<file path="src/meter_port_pkg.sv">
// Package for the remote BCD control port of the bench meter.
// Assumes a single 40 MHz system clock; shared by the port logic.
package meter_port_pkg;

    // ****************************************
    // Timing
    // ****************************************
    localparam int CLK_HZ = 40_000_000;
    localparam int TRIG_MIN_NS = 1000;
    localparam int TRIG_MAX_MS = 16;
    localparam int TRIG_MIN_CYC = (TRIG_MIN_NS * (CLK_HZ / 1_000_000) + 999) / 1000;
    localparam int TRIG_MAX_CYC = TRIG_MAX_MS * (CLK_HZ / 1000);
    localparam int AZ_CYC_DEF = 4000;
    localparam int INT_CYC_DEF = 4000;
    localparam int CNT_W = 24;

    // ****************************************
    // Field widths and reset values
    // ****************************************
    localparam int DATA_W = 17;
    localparam int RANGE_N = 7;
    localparam int FUNC_N = 4;
    localparam logic [RANGE_N-1:0] RANGE_IDLE = 7'h7F;
    localparam logic [FUNC_N-1:0] FUNC_IDLE = 4'hF;
    localparam logic [DATA_W-1:0] DATA_RST = 17'h00000;

    typedef enum logic [1:0] {
        PH_ZERO = 2'b00,
        PH_INTEG = 2'b01,
        PH_DEINT = 2'b10,
        PH_IDLE = 2'b11
    } phase_t;

    typedef struct packed {
        logic [DATA_W-1:0] bcd;
        logic positive;
        logic valid;
    } result_t;

    typedef struct packed {
        logic dc_volts_function;
        logic ac_volts_function;
        logic ohms_function;
        logic ratio_function;
    } func_sel_t;

endpackage : meter_port_pkg

</file>
<file path="src/meter_remote_bcd_control_port.sv">
// Remote parallel control and status port with conversion sequencer.
// Assumes comparator and trigger pins are asynchronous; range/function
// lines are open-drain: an enable high pulls the line low.
`timescale 1ns/10ps
`default_nettype none

module meter_remote_bcd_control_port
    import meter_port_pkg::*;
#(
    parameter int AZ_CYC = AZ_CYC_DEF,
    parameter int INT_CYC = INT_CYC_DEF,
    parameter int TRIG_MAX = TRIG_MAX_CYC
) (
    input wire logic clk_sys_i,
    input wire logic sys_rst_i,
    input wire logic ext_trigger_i,
    input wire logic ext_trigger_mode_i,
    input wire logic hold_n_i,
    input wire logic comparator_polarity_output_i,
    input wire logic local_range_mode_i,
    input wire logic [RANGE_N-1:0] local_range_i,
    input wire logic local_func_mode_i,
    input wire func_sel_t local_func_i,
    input wire logic range_ok_i,
    input wire logic [RANGE_N-1:0] range_line_i,
    input wire logic [FUNC_N-1:0] func_line_i,
    output logic [RANGE_N-1:0] range_line_oe_o,
    output logic [FUNC_N-1:0] func_line_oe_o,
    output logic range_local_flag_o,
    output logic func_local_flag_o,
    output logic [RANGE_N-1:0] remote_range_o,
    output logic [FUNC_N-1:0] remote_func_o,
    output logic [DATA_W-1:0] bcd_data_o,
    output logic positive_o,
    output logic [RANGE_N-1:0] range_status_o,
    output logic ready_o,
    output logic sample_integration_done_o,
    output logic data_valid_o,
    output logic read_command_o,
    output logic integrate_o,
    output logic zero_o,
    output logic positive_reference_select_o,
    output logic negative_reference_select_o
);

    // ****************************************
    // State
    // ****************************************
    typedef struct packed {
        logic [2:0] trig_sync;
        logic [2:0] comp_sync;
        logic [2:0] hold_sync;
        logic trig_level;
        logic comp_level;
        logic hold_level;
        logic [CNT_W-1:0] trig_width;
        logic read_cmd;
        phase_t phase;
        logic [CNT_W-1:0] count;
        logic start_pol;
        logic pos_ref;
        logic neg_ref;
        logic integ_done;
        logic ready;
        result_t result;
        logic [RANGE_N-1:0] range_used;
        logic [RANGE_N-1:0] range_in;
        logic [FUNC_N-1:0] func_in;
    } state_t;

    state_t st;
    state_t next_st;

    // Counts up BCD digits of the running deintegration count
    function automatic logic [DATA_W-1:0] bcd_inc(input logic [DATA_W-1:0] v);
        logic [DATA_W-1:0] r;
        logic carry;
        r = v;
        carry = 1'b1;
        for (int i = 0; i < 4; i++) begin
            if (carry) begin
                if (r[i*4 +: 4] == 4'h9) begin
                    r[i*4 +: 4] = 4'h0;
                end else begin
                    r[i*4 +: 4] = r[i*4 +: 4] + 4'h1;
                    carry = 1'b0;
                end
            end
        end
        if (carry) begin
            r[16] = 1'b1;
        end
        return r;
    endfunction : bcd_inc

    // Majority-free filter: change accepted when stages two and three agree
    function automatic logic filt(input logic [2:0] s, input logic old);
        return (s[1] == s[2]) ? s[2] : old;
    endfunction : filt

    // ****************************************
    // Next state
    // ****************************************
    logic trig_fall;
    logic int_start;
    logic ext_start;
    logic comp_now;

    always_comb begin
        next_st = st;
        next_st.trig_sync = {st.trig_sync[1:0], ext_trigger_i};
        next_st.comp_sync = {st.comp_sync[1:0], comparator_polarity_output_i};
        next_st.hold_sync = {st.hold_sync[1:0], hold_n_i};
        next_st.trig_level = filt(st.trig_sync, st.trig_level);
        next_st.comp_level = filt(st.comp_sync, st.comp_level);
        next_st.hold_level = filt(st.hold_sync, st.hold_level);
        comp_now = st.comp_level;
        next_st.range_in = ~range_line_i;
        next_st.func_in = ~func_line_i;
        next_st.read_cmd = 1'b0;

        // Pulse width is judged at the falling edge, so a stuck-high line never fires
        trig_fall = st.trig_level && !next_st.trig_level;
        if (st.trig_level) begin
            if (st.trig_width != '1) begin
                next_st.trig_width = st.trig_width + 1'b1;
            end
        end else begin
            next_st.trig_width = '0;
        end
        if (trig_fall && st.trig_width >= CNT_W'(TRIG_MIN_CYC - 1)
            && st.trig_width < CNT_W'(TRIG_MAX)) begin
            next_st.read_cmd = 1'b1;
        end

        ext_start = st.read_cmd && ext_trigger_mode_i;
        int_start = !ext_trigger_mode_i && st.hold_level;

        case (st.phase)
            PH_IDLE: begin
                if (ext_start || int_start) begin
                    next_st.phase = PH_ZERO;
                    next_st.count = '0;
                    next_st.ready = 1'b0;
                    next_st.integ_done = 1'b0;
                end
            end
            PH_ZERO: begin
                next_st.count = st.count + 1'b1;
                if (st.count == CNT_W'(AZ_CYC - 1)) begin
                    next_st.phase = PH_INTEG;
                    next_st.count = '0;
                end
            end
            PH_INTEG: begin
                next_st.count = st.count + 1'b1;
                if (st.count == CNT_W'(INT_CYC - 1)) begin
                    next_st.phase = PH_DEINT;
                    next_st.count = '0;
                    next_st.integ_done = 1'b1;
                    next_st.start_pol = comp_now;
                    // Opposite reference to the input polarity; one only
                    next_st.neg_ref = comp_now;
                    next_st.pos_ref = !comp_now;
                    next_st.result.bcd = DATA_RST;
                end
            end
            PH_DEINT: begin
                next_st.result.bcd = bcd_inc(st.result.bcd);
                if (comp_now != st.start_pol) begin
                    next_st.phase = PH_IDLE;
                    next_st.pos_ref = 1'b0;
                    next_st.neg_ref = 1'b0;
                    next_st.ready = 1'b1;
                    next_st.result.bcd = st.result.bcd;
                    next_st.result.positive = st.start_pol;
                    next_st.result.valid = range_ok_i;
                    next_st.range_used = local_range_mode_i ? ~local_range_i
                                                            : ~st.range_in;
                end
            end
            default: begin
                next_st.phase = PH_IDLE;
            end
        endcase
    end

    always_ff @(posedge clk_sys_i) begin
        if (sys_rst_i) begin
            st <= '0;
            st.phase <= PH_IDLE;
            st.hold_sync <= 3'h7;
            st.hold_level <= 1'b1;
            st.ready <= 1'b1;
            st.range_used <= RANGE_IDLE;
        end else begin
            st <= next_st;
        end
    end

    // ****************************************
    // Outputs
    // ****************************************
    assign bcd_data_o = st.result.bcd;
    assign positive_o = st.result.positive;
    assign data_valid_o = st.result.valid;
    assign range_status_o = st.range_used;
    assign ready_o = st.ready;
    assign sample_integration_done_o = st.integ_done;
    assign read_command_o = st.read_cmd;
    assign zero_o = (st.phase == PH_ZERO);
    assign integrate_o = (st.phase == PH_INTEG);
    assign positive_reference_select_o = st.pos_ref;
    assign negative_reference_select_o = st.neg_ref;
    assign range_line_oe_o = local_range_mode_i ? local_range_i : '0;
    assign func_line_oe_o = local_func_mode_i ? local_func_i : '0;
    assign range_local_flag_o = local_range_mode_i;
    assign func_local_flag_o = local_func_mode_i;
    // Remote selections, active high; lines pulled low by the remote party
    assign remote_range_o = local_range_mode_i ? '0 : st.range_in;
    assign remote_func_o = local_func_mode_i ? '0 : st.func_in;

endmodule : meter_remote_bcd_control_port

`default_nettype wire

</file>
<file path="config.mk">
export PLATFORM = sky130hd
export DESIGN_NAME = meter_remote_bcd_control_port
export DESIGN_NICKNAME = d
export VERILOG_FILES = /design/src/meter_port_pkg.sv /design/src/meter_remote_bcd_control_port.sv
export SDC_FILE = /design/constraint.sdc
export NUM_CORES = 1
export LEC_CHECK = 0
export BUFFER_PORTS_ARGS = -buffer_cell sky130_fd_sc_hd__clkbuf_2
export CORE_AREA = 5 5 99 101
export DETAILED_ROUTE_END_ITERATION = 8
export DIE_AREA = 0 0 104 106
export PLACE_DENSITY = 0.87
export SYNTH_ARGS = -nofsm -noshare
export SYNTH_HDL_FRONTEND = slang
export SYNTH_SLANG_ARGS = --single-unit
</file>
<file path="constraint.sdc">
create_clock -name clk_sys_i -period 4 [get_ports clk_sys_i]
set_clock_uncertainty 0.05 [all_clocks]
set_input_delay 0.2 -clock clk_sys_i [delete_from_list [all_inputs] [get_ports clk_sys_i]]
set_output_delay 0.2 -clock clk_sys_i [all_outputs]
set_load 0.005 [all_outputs]
</file>
==> flow_summary.yaml <==
detailed_routing:
  drtIter0Drc: 318
  route.vias.total: 4670
  routedWlPerCell_um: 15.3
  drc: 0
  routed_via_density: 5.83
  final_antenna_net_count: 0
  first_pass_iters: 5
  finalWirelength_um: 12200
worst_setup_path:
  critPathKind: "flip-flop to flip-flop"
  crit_slowest_cell: "or4_4"
  required_ns: 4.24
  cp_max_fo: 13
  critPathLaunchType: "flip-flop"
  path_cells: "or4_4, nor4_2, nand3_1, a2111o_1, a31oi_1"
  slowest_delay_ns: 0.56
  cp.arrival_ns: 2.86
  cp-end-kind: "flip-flop"
cts:
  clk_latency_ns: 0.37
  cts.path.max_buffers: 2
  cts_tree: "yes"
  cts_setup_buffers: 0
  cts_buffers: 9
  cts_resized: 0
  hold_buffers: 14
  htree_num_levels: 3
  cts.clk_slew.worst_paths_ns: 0.10
  cts-root-buf: "clkbuf_8"
  cts_num_sinks: 105
floorplanning:
  start_util_pct: 57.2
  placementRows: 35
  io_pins: 88
  die_w_um: 104
  fp.dieH_um: 106
  core_mm2: 0.00893
  dieArea_mm2: 0.0110
synthesis:
  synth_compound_area_share_pct: 14.5
  synth-edff-count: 0
  syn_inst: 620
  syn-num-nets: 661
  synth_top_flop_cell: "dfxtp_1"
  synth-xor-area-share_pct: 4.28
  synth_top_family_by_area: "simple AND/OR/NAND/NOR gates"
  async_reset_ff_share_pct: 0
  synthMuxAreaShare_pct: 1.61
  syn-cell-area_mm2: 0.00511
  synth_fa_ha_area_share_pct: 2.45
  synth.ff_latch_count: 105
  syn_avg_cell_area_um2: 8.25
  synthSimpleGateAreaFrac_pct: 29.5
  synth.distinct_cells: 53
  synth.yosys.seq_area_share_pct: 41.1
  synth-warning-count: 0
grt:
  grt_max_degree: 29
  grt_overflow: 0
  grt_pass1_wl_um: 20800
  grtUsageTotal_pct: 22.2
  antenna_found_initial: 0
  grt_pass1_vias: 4496
placed_design:
  dpl_cell_area_mm2: 0.00542
  dpl.hpwl_um: 8350
  place_congestion: 0.881
  dp_cells: 771
  dp_slack_ns: 1.42
  numPortBuffers: 87
timing:
  hold_violations: 0
  fin_crit_sh_pct: 65.4
  slew_violations: 0
  worstMarginPinSlew_ns: 0.852
  finalSetupViolations: 0
  rsz0062_at_grt: "no"
  fmax_ghz: 0.382
  tns_ns: 0
  fin_ws_ns: 1.38
  relSlewSlack_pct: 42.7
  period_needed_ns: 2.62
finish:
  layout_commonest_cell: "dfxtp_1"
  n_fill_cell: 698
  final-seq-area_mm2: 0.00210
  fin_area_mm2: 0.00580
  multi_input_area_mm2: 0.00267
  final_cell_mix: "dfxtp_1, clkbuf_2, nand2_1"
  layout.cells.non_filler: 801
  area_growth_pct: 13.4
  diodes: 0
  final_net_count: 726
  drive_above_1_share_pct: 17.8
power:
  power.total_w: 0.00196
  p_per_area_mw_per_mm2: 338
  vdd_drop_max_mv: 0.183
  p_leak_nw: 2.26
run:
  maxCapViolCount: 0
run_status:
  status: "completed"
hold_path:
  hold_path.class: "primary input to flip-flop"
-- worst paths after layout --
check                   start              to  slack [ns]  cells past startpoint
setup / recovery       st[47]  bcd_data_o[10]        1.38                      5
hold / removal     range_ok_i    data_valid_o       0.005                      3
setup reg to reg       st[47]  bcd_data_o[10]        1.38                      5
hold reg to reg   next_st[97]     next_st[98]        0.37                      1
-- critical path, delay by kind of cell, from the launching register on --
kind | cells | cell delay (ns)
compound gates | 2 | 0.66
simple gates | 3 | 1.46
flops | 1 | 0.38
-- where the power goes --
part / internal [W] / switching [W]
Sequential: 0.00106 / 0.0000124
Combinational: 0.0000579 / 0.0000771
Clock: 0.000379 / 0.000375
-- metal layers --
layer,track usage [%],share of wire [%],vias to the layer above
met5,0,0,-
met4,8.70,2.3,0
met3,6.25,6.9,24
met2,38.3,49,178
met1,26.2,42,2145
li1,-,-,2323
-- cells in the mapped netlist, types with 3 or more instances --
library cell | count | area share (%)
nor2b_1 | 19 | 2.3
nor3_1 | 15 | 1.5
clkbuf_1 | 22 | 1.6
inv_1 | 10 | 0.73
o211ai_1 | 4 | 0.59
dfxtp_1 | 105 | 41
and3_1 | 12 | 1.5
nand3b_1 | 6 | 0.88
nor4_2 | 3 | 0.73
a211oi_1 | 3 | 0.44
and2_1 | 15 | 1.8
a41oi_1 | 3 | 0.51
mux2i_1 | 6 | 1.2
a311oi_1 | 3 | 0.51
and4_1 | 3 | 0.51
buf_4 | 26 | 3.8
o21ai_2 | 3 | 0.51
nor2_1 | 60 | 4.4
or2_2 | 4 | 0.49
ha_1 | 10 | 2.4
or4_1 | 4 | 0.59
or3_1 | 10 | 1.2
o21ai_0 | 19 | 1.9
nand2b_1 | 4 | 0.49
nand3_1 | 36 | 3.5
xor2_1 | 10 | 1.7
a31oi_1 | 20 | 2.4
o21ai_1 | 6 | 0.59
o311ai_0 | 8 | 1.4
nand4_1 | 15 | 1.8
xnor2_1 | 15 | 2.6
nand2_1 | 65 | 4.8
nor4_1 | 8 | 0.98
a21oi_1 | 43 | 4.2
-- state kept, by name, summed over array words and instances, names as in the netlist --
name / count
comp_now: 1
next_st: 6
positive_reference_select_o: 1
negative_reference_select_o: 1
ready_o: 1
range_status_o: 7
bcd_data_o: 17
st: 67
sample_integration_done_o: 1
read_command_o: 1
positive_o: 1
data_valid_o: 1
-- through the flow --
step                      hold WS, ns  util, %
after floorplan                 0.222        -
after global placement          0.309     60.7
after detailed placement        0.312     60.7
after CTS                     0.00251     64.9
after global routing          0.00591     64.9
final                         0.00450     64.9
-- area by class of cell --
| class | instances | share of cell area [%] |
|---|---|---|
| tap | 111 | 2.40 |
| timing repair buffer | 105 | 10.4 |
| clock buffer | 10 | 2.37 |
| clock inverter | 6 | 1.70 |
| inverter | 11 | 0.712 |
| multi-input combinational | 453 | 46.1 |
| sequential | 105 | 36.3 |
-- logic make-up (layout without fill, tap and decap cells) --
kind of cell / count (synthesis) / count (layout)
AO/OA/AOI/OAI: 121 / 121
AND/OR/NAND/NOR: 289 / 289
flip-flops: 105 / 105
buffers and inverters: 62 / 132
adder cells (fa/ha/maj): 10 / 10
XOR/XNOR: 25 / 25
multiplexers: 8 / 8
(Power assumes the default switching activity.)
